## config.mk

```make
export PLATFORM = sky130hd
export DESIGN_NAME = hvpp_port
export DESIGN_NICKNAME = d
export VERILOG_FILES = /design/src/verilog/hvpp_pkg.sv /design/src/verilog/hvpp_port.sv
export VERILOG_INCLUDE_DIRS = /design/src /design/src/verilog
export SDC_FILE = /design/constraint.sdc
export NUM_CORES = 1
export LEC_CHECK = 0
export BUFFER_PORTS_ARGS = -buffer_cell sky130_fd_sc_hd__buf_2
export CAP_MARGIN = 30
export CORE_MARGIN = 5
export CORE_UTILIZATION = 45
export DETAILED_ROUTE_END_ITERATION = 7
export PLACE_DENSITY = 0.7
export SYNTH_ARGS = -nofsm -noshare
export SYNTH_HDL_FRONTEND = slang
export SYNTH_SLANG_ARGS = --single-unit
```

## constraint.sdc

```tcl
create_clock -name clk_i -period 11.25 [get_ports clk_i]
set_clock_uncertainty 0.15 [all_clocks]
set_input_delay 1.6875 -clock clk_i [delete_from_list [all_inputs] [get_ports clk_i]]
set_output_delay 1.6875 -clock clk_i [all_outputs]
set_load 0.05 [all_outputs]
```

## src/verilog/hvpp_cfg.svh

```systemverilog
`ifndef HVPP_CFG_SVH
`define HVPP_CFG_SVH

// ***************************************************************
// Timing
// ***************************************************************
`define HVPP_CLK_PERIOD_NS 10
`define HVPP_ENTRY_HOLD_NS 10000
`define HVPP_ENTRY_CYCLES ((`HVPP_ENTRY_HOLD_NS + `HVPP_CLK_PERIOD_NS - 1) / `HVPP_CLK_PERIOD_NS)

// ***************************************************************
// Load strobe action codes {bit1, bit0}
// ***************************************************************
`define HVPP_ACT_ADDR 2'h0
`define HVPP_ACT_DATA 2'h1
`define HVPP_ACT_CMD 2'h2
`define HVPP_ACT_IDLE 2'h3

// ***************************************************************
// Command bytes
// ***************************************************************
`define HVPP_CMD_NOP 8'h00
`define HVPP_CMD_ERASE 8'h80
`define HVPP_CMD_WR_FUSE 8'h40
`define HVPP_CMD_WR_LOCK 8'h20
`define HVPP_CMD_WR_FLASH 8'h10
`define HVPP_CMD_WR_EEPROM 8'h11
`define HVPP_CMD_RD_SIG 8'h08
`define HVPP_CMD_RD_FUSE 8'h04
`define HVPP_CMD_RD_FLASH 8'h02
`define HVPP_CMD_RD_EEPROM 8'h03

// ***************************************************************
// Page layout, reset values, buffer
// ***************************************************************
`define HVPP_WORD_BITS 6
`define HVPP_PAGE_BITS 8
`define HVPP_CMD_RST 8'h00
`define HVPP_BYTE_RST 8'h00
`define HVPP_BUF_DEPTH 16

`endif

```

## src/verilog/hvpp_pkg.sv

```systemverilog
package hvpp_pkg;
  typedef enum logic [2:0] {
    HVPP_IDLE,
    HVPP_ERASE_MEM,
    HVPP_ERASE_LOCK,
    HVPP_WRITE
  } hvpp_state_t;

  typedef enum logic [2:0] {
    HVPP_OP_NONE,
    HVPP_OP_FLASH,
    HVPP_OP_EEPROM,
    HVPP_OP_FUSE,
    HVPP_OP_LOCK
  } hvpp_op_t;
endpackage

```

## src/verilog/hvpp_port.sv

```systemverilog
`timescale 1ns/1ps
`include "hvpp_cfg.svh"
// Function
// - Strobe with action 00 loads address byte; 10 loads command; 11 idles.
// - Strobe with action 01 loads data byte, low or high by byte select one.
// - Write pulse runs stored command: erase, write fuse, write lock.
// - Command 0x10 is write Flash, 0x11 is write EEPROM.
// - Commands 0x08, 0x04, 0x02, 0x03 are the four read commands.
// - Ready/busy is low during erase or programming, high when ready.
// - Data bus is driven only while output enable is low.
// - Byte select one picks low or high byte for loads and reads.
// - Byte select two picks low or extended high byte where used.
// - Page latch pulse moves loaded data word into page buffer.
// - Entry pins held 0000 for 10 us after reset release enter mode.
// - Reset pin low ends programming mode.
// - Command and address persist across many operations.
// - Erase clears Flash, EEPROM, then locks only after memory erase completes.
// - Keep-EEPROM fuse programmed means erase leaves EEPROM untouched.
// - Write pulse after erase command starts erase and drops ready/busy.
// - Flash programmed page at a time through page buffer, 256 pages.
// - Low address bits select word in page, higher bits select page.

// ***************************************************************
// Page buffer FIFO
// ***************************************************************
module hvpp_fifo #(
  parameter int WIDTH = 22,
  parameter int DEPTH = 16
) (
  input wire logic clk_i,
  input wire logic rst_b_i,
  input wire logic in_valid_i,
  output logic in_ready_o,
  input wire logic [WIDTH-1:0] in_data_i,
  output logic out_valid_o,
  input wire logic out_ready_i,
  output logic [WIDTH-1:0] out_data_o
);
  localparam int AW = $clog2(DEPTH);
  logic [WIDTH-1:0] mem_q [DEPTH];
  logic [AW-1:0] wr_ptr_q;
  logic [AW-1:0] rd_ptr_q;
  logic [AW:0] cnt_q;
  logic [AW:0] cnt_d;
  logic push;
  logic pop;
  assign push = in_valid_i && in_ready_o;
  assign pop = out_valid_o && out_ready_i;
  assign out_data_o = mem_q[rd_ptr_q];
  assign cnt_d = cnt_q + (AW+1)'(push) - (AW+1)'(pop);
  always_ff @(posedge clk_i or negedge rst_b_i) begin
    if (!rst_b_i) begin
      cnt_q <= '0;
      in_ready_o <= 1'b1;
      out_valid_o <= 1'b0;
      wr_ptr_q <= '0;
      rd_ptr_q <= '0;
    end else begin
      cnt_q <= cnt_d;
      in_ready_o <= (cnt_d != (AW+1)'(DEPTH));
      out_valid_o <= (cnt_d != '0);
      if (push) begin
        wr_ptr_q <= wr_ptr_q + 1'b1;
      end
      if (pop) begin
        rd_ptr_q <= rd_ptr_q + 1'b1;
      end
    end
  end
  // Storage carries no reset; only valid entries are ever read
  always_ff @(posedge clk_i) begin
    if (push) begin
      mem_q[wr_ptr_q] <= in_data_i;
    end
  end
endmodule
// ***************************************************************
// Programming port
// ***************************************************************
module hvpp_port (
  input wire logic clk_i,
  input wire logic rst_b_i,
  input wire logic load_strobe_i,
  input wire logic strobe_action_bit0_i,
  input wire logic strobe_action_bit1_i,
  input wire logic byte_select_one_i,
  input wire logic byte_select_two_i,
  input wire logic page_latch_strobe_i,
  input wire logic wr_b_i,
  input wire logic oe_b_i,
  input wire logic [7:0] data_i,
  output logic [7:0] data_o,
  output logic data_oe_o,
  output logic ready_not_busy_o,
  output logic prog_mode_o,
  input wire logic keep_eeprom_on_erase_fuse_b_i,
  output logic [7:0] cmd_o,
  output logic [15:0] addr_o,
  output logic [7:0] data_lo_o,
  output logic byte_sel_one_o,
  output logic byte_sel_two_o,
  input wire logic [7:0] rd_byte_i,
  output logic erase_flash_o,
  output logic erase_eeprom_o,
  output logic clear_lock_o,
  output logic op_start_o,
  output hvpp_pkg::hvpp_op_t op_o,
  input wire logic mem_done_i,
  output logic buf_valid_o,
  input wire logic buf_ready_i,
  output logic [`HVPP_WORD_BITS-1:0] word_in_page_bits_o,
  output logic [15:0] buf_word_o
);
  import hvpp_pkg::*;
  localparam int NPIN = 17;
  localparam int ENTRY_CYC = `HVPP_ENTRY_CYCLES;
  localparam int FW = `HVPP_WORD_BITS + 16;
  // ***************************************************************
  // Pin synchronisers and edge detect
  // ***************************************************************
  logic [NPIN-1:0] meta_q;
  logic [NPIN-1:0] sync_q;
  logic [NPIN-1:0] prev_q;
  logic [NPIN-1:0] pins;
  assign pins = {keep_eeprom_on_erase_fuse_b_i, data_i, oe_b_i, wr_b_i, page_latch_strobe_i,
                 byte_select_two_i, byte_select_one_i, strobe_action_bit1_i, strobe_action_bit0_i,
                 load_strobe_i};
  always_ff @(posedge clk_i or negedge rst_b_i) begin
    if (!rst_b_i) begin
      meta_q <= '0;
      sync_q <= '0;
      prev_q <= '0;
    end else begin
      meta_q <= pins;
      sync_q <= meta_q;
      prev_q <= sync_q;
    end
  end
  logic ls_rise;
  logic pl_rise;
  logic wr_fall;
  logic [1:0] act;
  logic bs1;
  logic bs2;
  logic oe_b;
  logic [7:0] din;
  logic keep_ee_b;
  assign ls_rise = sync_q[0] && !prev_q[0];
  assign act = sync_q[2:1];
  assign bs1 = sync_q[3];
  assign bs2 = sync_q[4];
  assign pl_rise = sync_q[5] && !prev_q[5];
  assign wr_fall = !sync_q[6] && prev_q[6];
  assign oe_b = sync_q[7];
  assign din = sync_q[15:8];
  assign keep_ee_b = sync_q[16];
  logic [10:0] entry_cnt_q;
  logic entry_done_q;
  logic entry_bad_q;
  // Entry pattern: page latch, both action bits and byte select one low for the hold time
  always_ff @(posedge clk_i or negedge rst_b_i) begin
    if (!rst_b_i) begin
      entry_cnt_q <= '0;
      entry_done_q <= 1'b0;
      entry_bad_q <= 1'b0;
      prog_mode_o <= 1'b0;
    end else if (!entry_done_q) begin
      if (sync_q[5] || sync_q[2] || sync_q[1] || sync_q[3]) begin
        entry_bad_q <= 1'b1;
      end
      if (entry_cnt_q == 11'(ENTRY_CYC - 1)) begin
        entry_done_q <= 1'b1;
        prog_mode_o <= !entry_bad_q && !(sync_q[5] || sync_q[2] || sync_q[1] || sync_q[3]);
      end else begin
        entry_cnt_q <= entry_cnt_q + 11'h001;
      end
    end
  end

  // ***************************************************************
  // Load strobe decode
  // ***************************************************************
  logic [7:0] data_hi_q;
  // Loads are kept until overwritten, so one command serves many accesses
  always_ff @(posedge clk_i or negedge rst_b_i) begin
    if (!rst_b_i) begin
      cmd_o <= `HVPP_CMD_RST;
      addr_o <= '0;
      data_lo_o <= `HVPP_BYTE_RST;
      data_hi_q <= `HVPP_BYTE_RST;
    end else if (prog_mode_o && ls_rise) begin
      unique case (act)
        `HVPP_ACT_ADDR: begin
          if (bs1) begin
            addr_o[15:8] <= din;
          end else begin
            addr_o[7:0] <= din;
          end
        end
        `HVPP_ACT_DATA: begin
          if (bs1) begin
            data_hi_q <= din;
          end else begin
            data_lo_o <= din;
          end
        end
        `HVPP_ACT_CMD: cmd_o <= din;
        `HVPP_ACT_IDLE: ;
      endcase
    end
  end
  always_ff @(posedge clk_i or negedge rst_b_i) begin
    if (!rst_b_i) begin
      data_oe_o <= 1'b0;
      data_o <= `HVPP_BYTE_RST;
      byte_sel_one_o <= 1'b0;
      byte_sel_two_o <= 1'b0;
    end else begin
      data_oe_o <= prog_mode_o && !oe_b;
      data_o <= rd_byte_i;
      byte_sel_one_o <= bs1;
      byte_sel_two_o <= bs2;
    end
  end

  // ***************************************************************
  // Page buffer fill
  // ***************************************************************
  logic buf_in_ready;
  logic buf_push;
  logic [FW-1:0] buf_out;
  assign buf_push = prog_mode_o && pl_rise;
  hvpp_fifo #(
    .WIDTH(FW),
    .DEPTH(`HVPP_BUF_DEPTH)
  ) u_fifo (
    .clk_i(clk_i),
    .rst_b_i(rst_b_i),
    .in_valid_i(buf_push),
    .in_ready_o(buf_in_ready),
    .in_data_i({addr_o[`HVPP_WORD_BITS-1:0], data_hi_q, data_lo_o}),
    .out_valid_o(buf_valid_o),
    .out_ready_i(buf_ready_i),
    .out_data_o(buf_out)
  );
  assign word_in_page_bits_o = buf_out[FW-1:16];
  assign buf_word_o = buf_out[15:0];
  // ***************************************************************
  // Write and erase sequencer
  // ***************************************************************
  hvpp_state_t state_q;
  always_ff @(posedge clk_i or negedge rst_b_i) begin
    if (!rst_b_i) begin
      state_q <= HVPP_IDLE;
      op_start_o <= 1'b0;
      op_o <= HVPP_OP_NONE;
      erase_flash_o <= 1'b0;
      erase_eeprom_o <= 1'b0;
      clear_lock_o <= 1'b0;
    end else begin
      op_start_o <= 1'b0;
      erase_flash_o <= 1'b0;
      erase_eeprom_o <= 1'b0;
      clear_lock_o <= 1'b0;
      unique case (state_q)
        HVPP_IDLE: begin
          if (prog_mode_o && wr_fall) begin
            unique case (cmd_o)
              `HVPP_CMD_ERASE: begin
                state_q <= HVPP_ERASE_MEM;
                erase_flash_o <= 1'b1;
                erase_eeprom_o <= keep_ee_b;
              end
              `HVPP_CMD_WR_FUSE, `HVPP_CMD_WR_LOCK, `HVPP_CMD_WR_FLASH, `HVPP_CMD_WR_EEPROM: begin
                state_q <= HVPP_WRITE;
                op_start_o <= 1'b1;
                op_o <= (cmd_o == `HVPP_CMD_WR_FUSE) ? HVPP_OP_FUSE :
                        (cmd_o == `HVPP_CMD_WR_LOCK) ? HVPP_OP_LOCK :
                        (cmd_o == `HVPP_CMD_WR_FLASH) ? HVPP_OP_FLASH : HVPP_OP_EEPROM;
              end
              // Reads act on output enable only; a write pulse does nothing
              default: ;
            endcase
          end
        end
        HVPP_ERASE_MEM: begin
          if (mem_done_i) begin
            state_q <= HVPP_ERASE_LOCK;
            clear_lock_o <= 1'b1;
          end
        end
        HVPP_ERASE_LOCK: state_q <= HVPP_IDLE;
        HVPP_WRITE: begin
          if (mem_done_i) begin
            state_q <= HVPP_IDLE;
          end
        end
        default: state_q <= HVPP_IDLE;
      endcase
    end
  end
  // Busy also while the buffer is full, so the programmer stalls its latches
  always_ff @(posedge clk_i or negedge rst_b_i) begin
    if (!rst_b_i) begin
      ready_not_busy_o <= 1'b1;
    end else begin
      ready_not_busy_o <= (state_q == HVPP_IDLE) && !(prog_mode_o && wr_fall) && buf_in_ready;
    end
  end
  // ***************************************************************
  // Checks
  // ***************************************************************
  AST_OE_DRIVE: assert property (@(posedge clk_i) disable iff (!rst_b_i)
    data_oe_o |-> $past(!oe_b && prog_mode_o)) else $error("bus driven without output enable");
  AST_CMD_LOAD: assert property (@(posedge clk_i) disable iff (!rst_b_i)
    (prog_mode_o && ls_rise && act == `HVPP_ACT_CMD) |=> cmd_o == $past(din)) else $error("command not loaded");
  AST_IDLE_ACT: assert property (@(posedge clk_i) disable iff (!rst_b_i)
    (ls_rise && act == `HVPP_ACT_IDLE) |=> $stable(cmd_o) && $stable(addr_o)) else $error("idle action changed state");
  AST_DATA_HI: assert property (@(posedge clk_i) disable iff (!rst_b_i)
    (prog_mode_o && ls_rise && act == `HVPP_ACT_DATA && bs1) |=> data_hi_q == $past(din) && $stable(data_lo_o))
    else $error("high data byte not loaded");
  AST_ADDR_LO: assert property (@(posedge clk_i) disable iff (!rst_b_i)
    (prog_mode_o && ls_rise && act == `HVPP_ACT_ADDR && !bs1) |=> addr_o[7:0] == $past(din) && $stable(addr_o[15:8]))
    else $error("low address byte not loaded");
  AST_ERASE_BUSY: assert property (@(posedge clk_i) disable iff (!rst_b_i)
    (state_q == HVPP_IDLE && prog_mode_o && wr_fall && cmd_o == `HVPP_CMD_ERASE) |=> !ready_not_busy_o ##1 !ready_not_busy_o)
    else $error("erase did not drop ready");
  AST_LOCK_AFTER: assert property (@(posedge clk_i) disable iff (!rst_b_i)
    clear_lock_o |-> $past(state_q == HVPP_ERASE_MEM && mem_done_i)) else $error("locks cleared early");
  AST_KEEP_EE: assert property (@(posedge clk_i) disable iff (!rst_b_i)
    erase_eeprom_o |-> $past(keep_ee_b)) else $error("EEPROM erased while kept");
  AST_BUSY_WRITE: assert property (@(posedge clk_i) disable iff (!rst_b_i)
    (state_q == HVPP_WRITE) |=> !ready_not_busy_o) else $error("ready during write");
  AST_PAGE_PUSH: assert property (@(posedge clk_i) disable iff (!rst_b_i)
    (buf_push && buf_in_ready && !buf_valid_o) |=> buf_valid_o ##0 buf_word_o == $past({data_hi_q, data_lo_o}))
    else $error("page latch lost word");
endmodule

```

* Word level (Yosys, flattened, before mapping) *
Memories as Yosys holds them, arrays and structs flattened.
Index checks and enable logic that the tools add are counted.

storage, ports and cells
  register bits after elaboration = 132
  bits in writable memories = 352
  input port bits = 29
  memories kept = 1

cells by class
  add/subtract/negate cells = 5
  equality and inequality tests = 15
  mux-type cells = 23
  bitwise operators = 3
  reductions and logical operators = 36

memories
  memory        depth  bits a word  rd ports  clocked after memory_dff  wr ports  RTL line         text
  u_fifo.mem_q  16     22           1         0                         1         hvpp_port.sv:40  logic [WIDTH-1:0] mem_q [DEPTH];

operators with widths
  operator                 count
  $eq A8 B5 Y1 const B     2
  $mux W1                  15
  $mux W3                  5
  $reduce_and A3 Y1        5
  $logic_and A1 B1 Y1      12
  $add A11 B1 Y11 const B  1
  $eq A11 B10 Y1 const B   1
  $pmux W3 S3              1
  $add A4 B1 Y4 const B    2
  $eq A8 B6 Y1 const B     1
  $eq A8 B7 Y1 const B     1
  $eq A8 B8 Y1 const B     1
  $reduce_and A2 Y1        4
  $logic_not A1 Y1         7
  $ne A2 B2 Y1 const B     3
  $pmux W3 S2              1
  $add A5 B1 Y5            1
  $ne A5 B5 Y1 const B     1
  $reduce_bool A5 Y1       1
  $sub A5 B1 Y5            1
  $reduce_and A4 Y1        1
  $reduce_or A4 Y1         1
  $eq A3 B1 Y1 const B     1
  $eq A3 B2 Y1 const B     1
  8 further kinds          12

* Depth between registers and ports, before layout *
  word-level depth = 7
  depth in mapped cells = 10
  mapped depth without buffers = 10

* Cells and area by module *
Synthesis repeated with hierarchy kept, for this count alone.

second synthesis, totals
  cell total of the unflattened synthesis = 861
  area, all modules = 17966.0 µm²

by module, submodules not included
  module     instances  cells an instance  area each (µm²)  seq. area each (µm²)
  hvpp_fifo  1          633                14117.3          10946.7
  hvpp_port  1          228                3848.7           2803.9

* Worst setup path after synthesis *
OpenSTA, ideal clock, no wires.

  path kind = flip-flop to output port
  start = reg u_fifo.rd_ptr_q[0]
  end = out buf_word_o[10]
  arrival time = 2.055 ns
  path slack = 7.357 ns
  cell stages (with the launch flop) = 6
  cells stage by stage = dfrtp_1 buf_2 buf_1 mux4_2 a22oi_1 nand2_1

between the ends
  cells in the longest elaborated chain, start to end = 1

RTL lines
  element                 RTL line          text
  start, declared         hvpp_port.sv:42   logic [AW-1:0] rd_ptr_q;
  start signal, assigned  hvpp_port.sv:66   rd_ptr_q <= rd_ptr_q + 1'b1;
  $mem_v2 Z16 W22         -
  end, declared           hvpp_port.sv:112  output logic [15:0] buf_word_o

Every way passes these cells.

* Worst setup path in the final report *
  start = reg u_fifo.rd_ptr_q[0]
  end = out buf_word_o[15]

The elaborated chain is that of the path after synthesis.

==> metrics <==
fin cells 1665; Period minus WS final 5790 ps; Peak Freq 173 MHz; Hold Vio Cnt, Final 0; vias after detailed routing 9310; number of H-tree levels 2; post-CTS setup repair buffer count 0; post_cts resized 0; Core Area 39700 um^2; net count after synthesis 1009; CTS tree built; Post-synth top cells edfxtp_1 (352), dfrtp_1 (125), mux2i_1 (89); CTS Buf Count 45; Syn Area/Cell 18.7 um^2; Post-Synthesis Cells 968; clk slew on worst S/H paths 60 ps; row cnt 73; MaxCap Viol Count 0; Synthesis Warnings 0; die span in y 211 um; DRT Pass-1 Iters 5; Post-Route WL 39.3 mm; Initial Utilization 0.455; RR Startpoint u_fifo.in_ready_o; outcome finished, final reports clean; sequential share of the synthesized area 0.760; Placer Congestion 0.774; WP data arrival 3950 ps; Setup TNS Final 0 ps; number of global-route vias before repair 9559; crit path max fanout 38; Die Area 44300 um^2; Met3 Wirelength 2.67 mm; share of cells above drive strength 1 0.268; Async SR Flop Fraction 0.265; # port buffers 103; Iter 0 DRT Violations 847; met2 wire len 18.7 mm; max layer used met4; met1 wire length 17.1 mm; pin slew with the least headroom to its limit 1010 ps; CP required 9410 ps; DR DRC count 0; initial antenna violation count 0; crit path launch type flop; Synth area leaders edfxtp_1 (58%), dfrtp_1 (17%), mux4_2 (5.5%); dpl cells 1582; Post-synth top flop edfxtp_1; Post-synth EDFFs 352; final setup fails 0; headroom to the max-slew limit 0.324; Yosys cell types 45; Setup crit start u_fifo.rd_ptr_q[0]; total grt overflow 0; dpl hpwl 23.0 mm; Final ANT Viol Nets 0; DIE WIDTH 211 um; Final Max Tran Viols 0; Yosys reg bits 479; CTS Sinks 479; GRT Overall Usage 0.180; RSZ-0062 raised after global routing no; fin crit share 0.514; first-pass GRT wire length 59.9 mm; Critical Path End Type output port; PwrDens 208 nW/um^2; worst skew pair latency 550 ps; clock tree buffer depth 3; Max VDD drop 0.000117 V; wire per inst 23.6 um; post-DR vias/cell 5.59; Synth-to-Final Area Change 15.4%; P_leak 7.01 nW; synthesized area 18100 um^2; hold crit path type flop to flop; largest net degree at the start of global routing 67; root buffer cell clkbuf_16; area leader, netlist edfxtp_1; share of the synthesized area in the top cell type 0.584; CTS Hold Buffers Added 0; nets 1145; critical path type flop to output port; diode count 0; Worst R2R Setup Slack 8210 ps; most frequent cell after synthesis edfxtp_1; hold_sp meta_q[11]; # IOs 104
[layer usage]
layer	up-vias	global-route usage
met5	-	0
met4	0	0.0427
met3	67	0.0317
met2	354	0.285
met1	4781	0.263
li1	4108	-
[cell usage in the layout, fill, tap and decap left out, types with 12 or more instances in the layout]
master / count
clkbuf_1: 12
mux4_2: 44
inv_1: 20
a22oi_1: 23
clkbuf_16: 48
mux2i_1: 89
buf_4: 24
a221oi_1: 44
nand2_1: 34
xnor2_1: 18
edfxtp_1: 352
o21ai_0: 26
buf_2: 102
dfrtp_1: 123
mux2_2: 43
[sequential cells by signal, summed over array words and instances, names as in the netlist, 11 cells and up]
| register | cells |
|---|---|
| entry_cnt_q | 11 |
| addr_o | 16 |
| u_fifo.mem_q | 352 |
| meta_q | 17 |
| sync_q | 17 |
[kinds of logic after synthesis]
group / synth area share
DFF: 0.760
muxes: 0.131
AOI/OAI and AO/OA: 0.0438
and+or+nand+nor: 0.0302
buffers and inverters: 0.0148
xor gates and xnor gates: 0.0116
adders and majority gates: 0.00871
[per-stage QoR]
| step | area (um^2) | utilization | hold slack (ps) | power [W] | setup slack (ps) |
|---|---|---|---|---|---|
| after floorplan | 18100 | - | 181 | 0.00264 | 7360 |
| after global placement | 19300 | 0.486 | 182 | 0.00288 | 5550 |
| after detailed placement | 19400 | 0.489 | 185 | 0.00291 | 5950 |
| after CTS | 20900 | 0.526 | 198 | 0.00439 | 5360 |
| after global routing | 20900 | 0.526 | 201 | 0.00453 | 5120 |
| final | 20900 | 0.526 | 197 | 0.00435 | 5460 |
[area by class of cell]
cell class                 instances  area, um^2
clock inverter                    21         171
timing repair buffer             133         806
clock buffer                      62        1270
inverter                          21        78.8
sequential                       479       13800
multi-input combinational        424        4140
fill                            3190       18800
tap                              525         657
[final timing paths]
path,to,depth (start not counted)
worst max-delay path,buf_word_o[15],7
worst min-delay path,sync_q[11],0
worst max register to register,u_fifo.mem_q[6][3],5
worst min register to register,sync_q[11],0
max in group asynchronous,meta_q[4],2
min in group asynchronous,data_o[5],1
[where the power goes]
part	switching (W)	internal (W)
Combinational	0.000585	0.000303
Sequential	0.0000626	0.00191
Clock	0.000622	0.000860
[worst max-delay path, stage by stage, from the launching register on]
cell,delay [ps]
dfrtp_4,770
buf_4,670
buf_4,650
mux2i_1,170
a221oi_1,430
o21ai_0,160
nand2_1,150
buf_2,290
(Power assumes the default switching activity.)
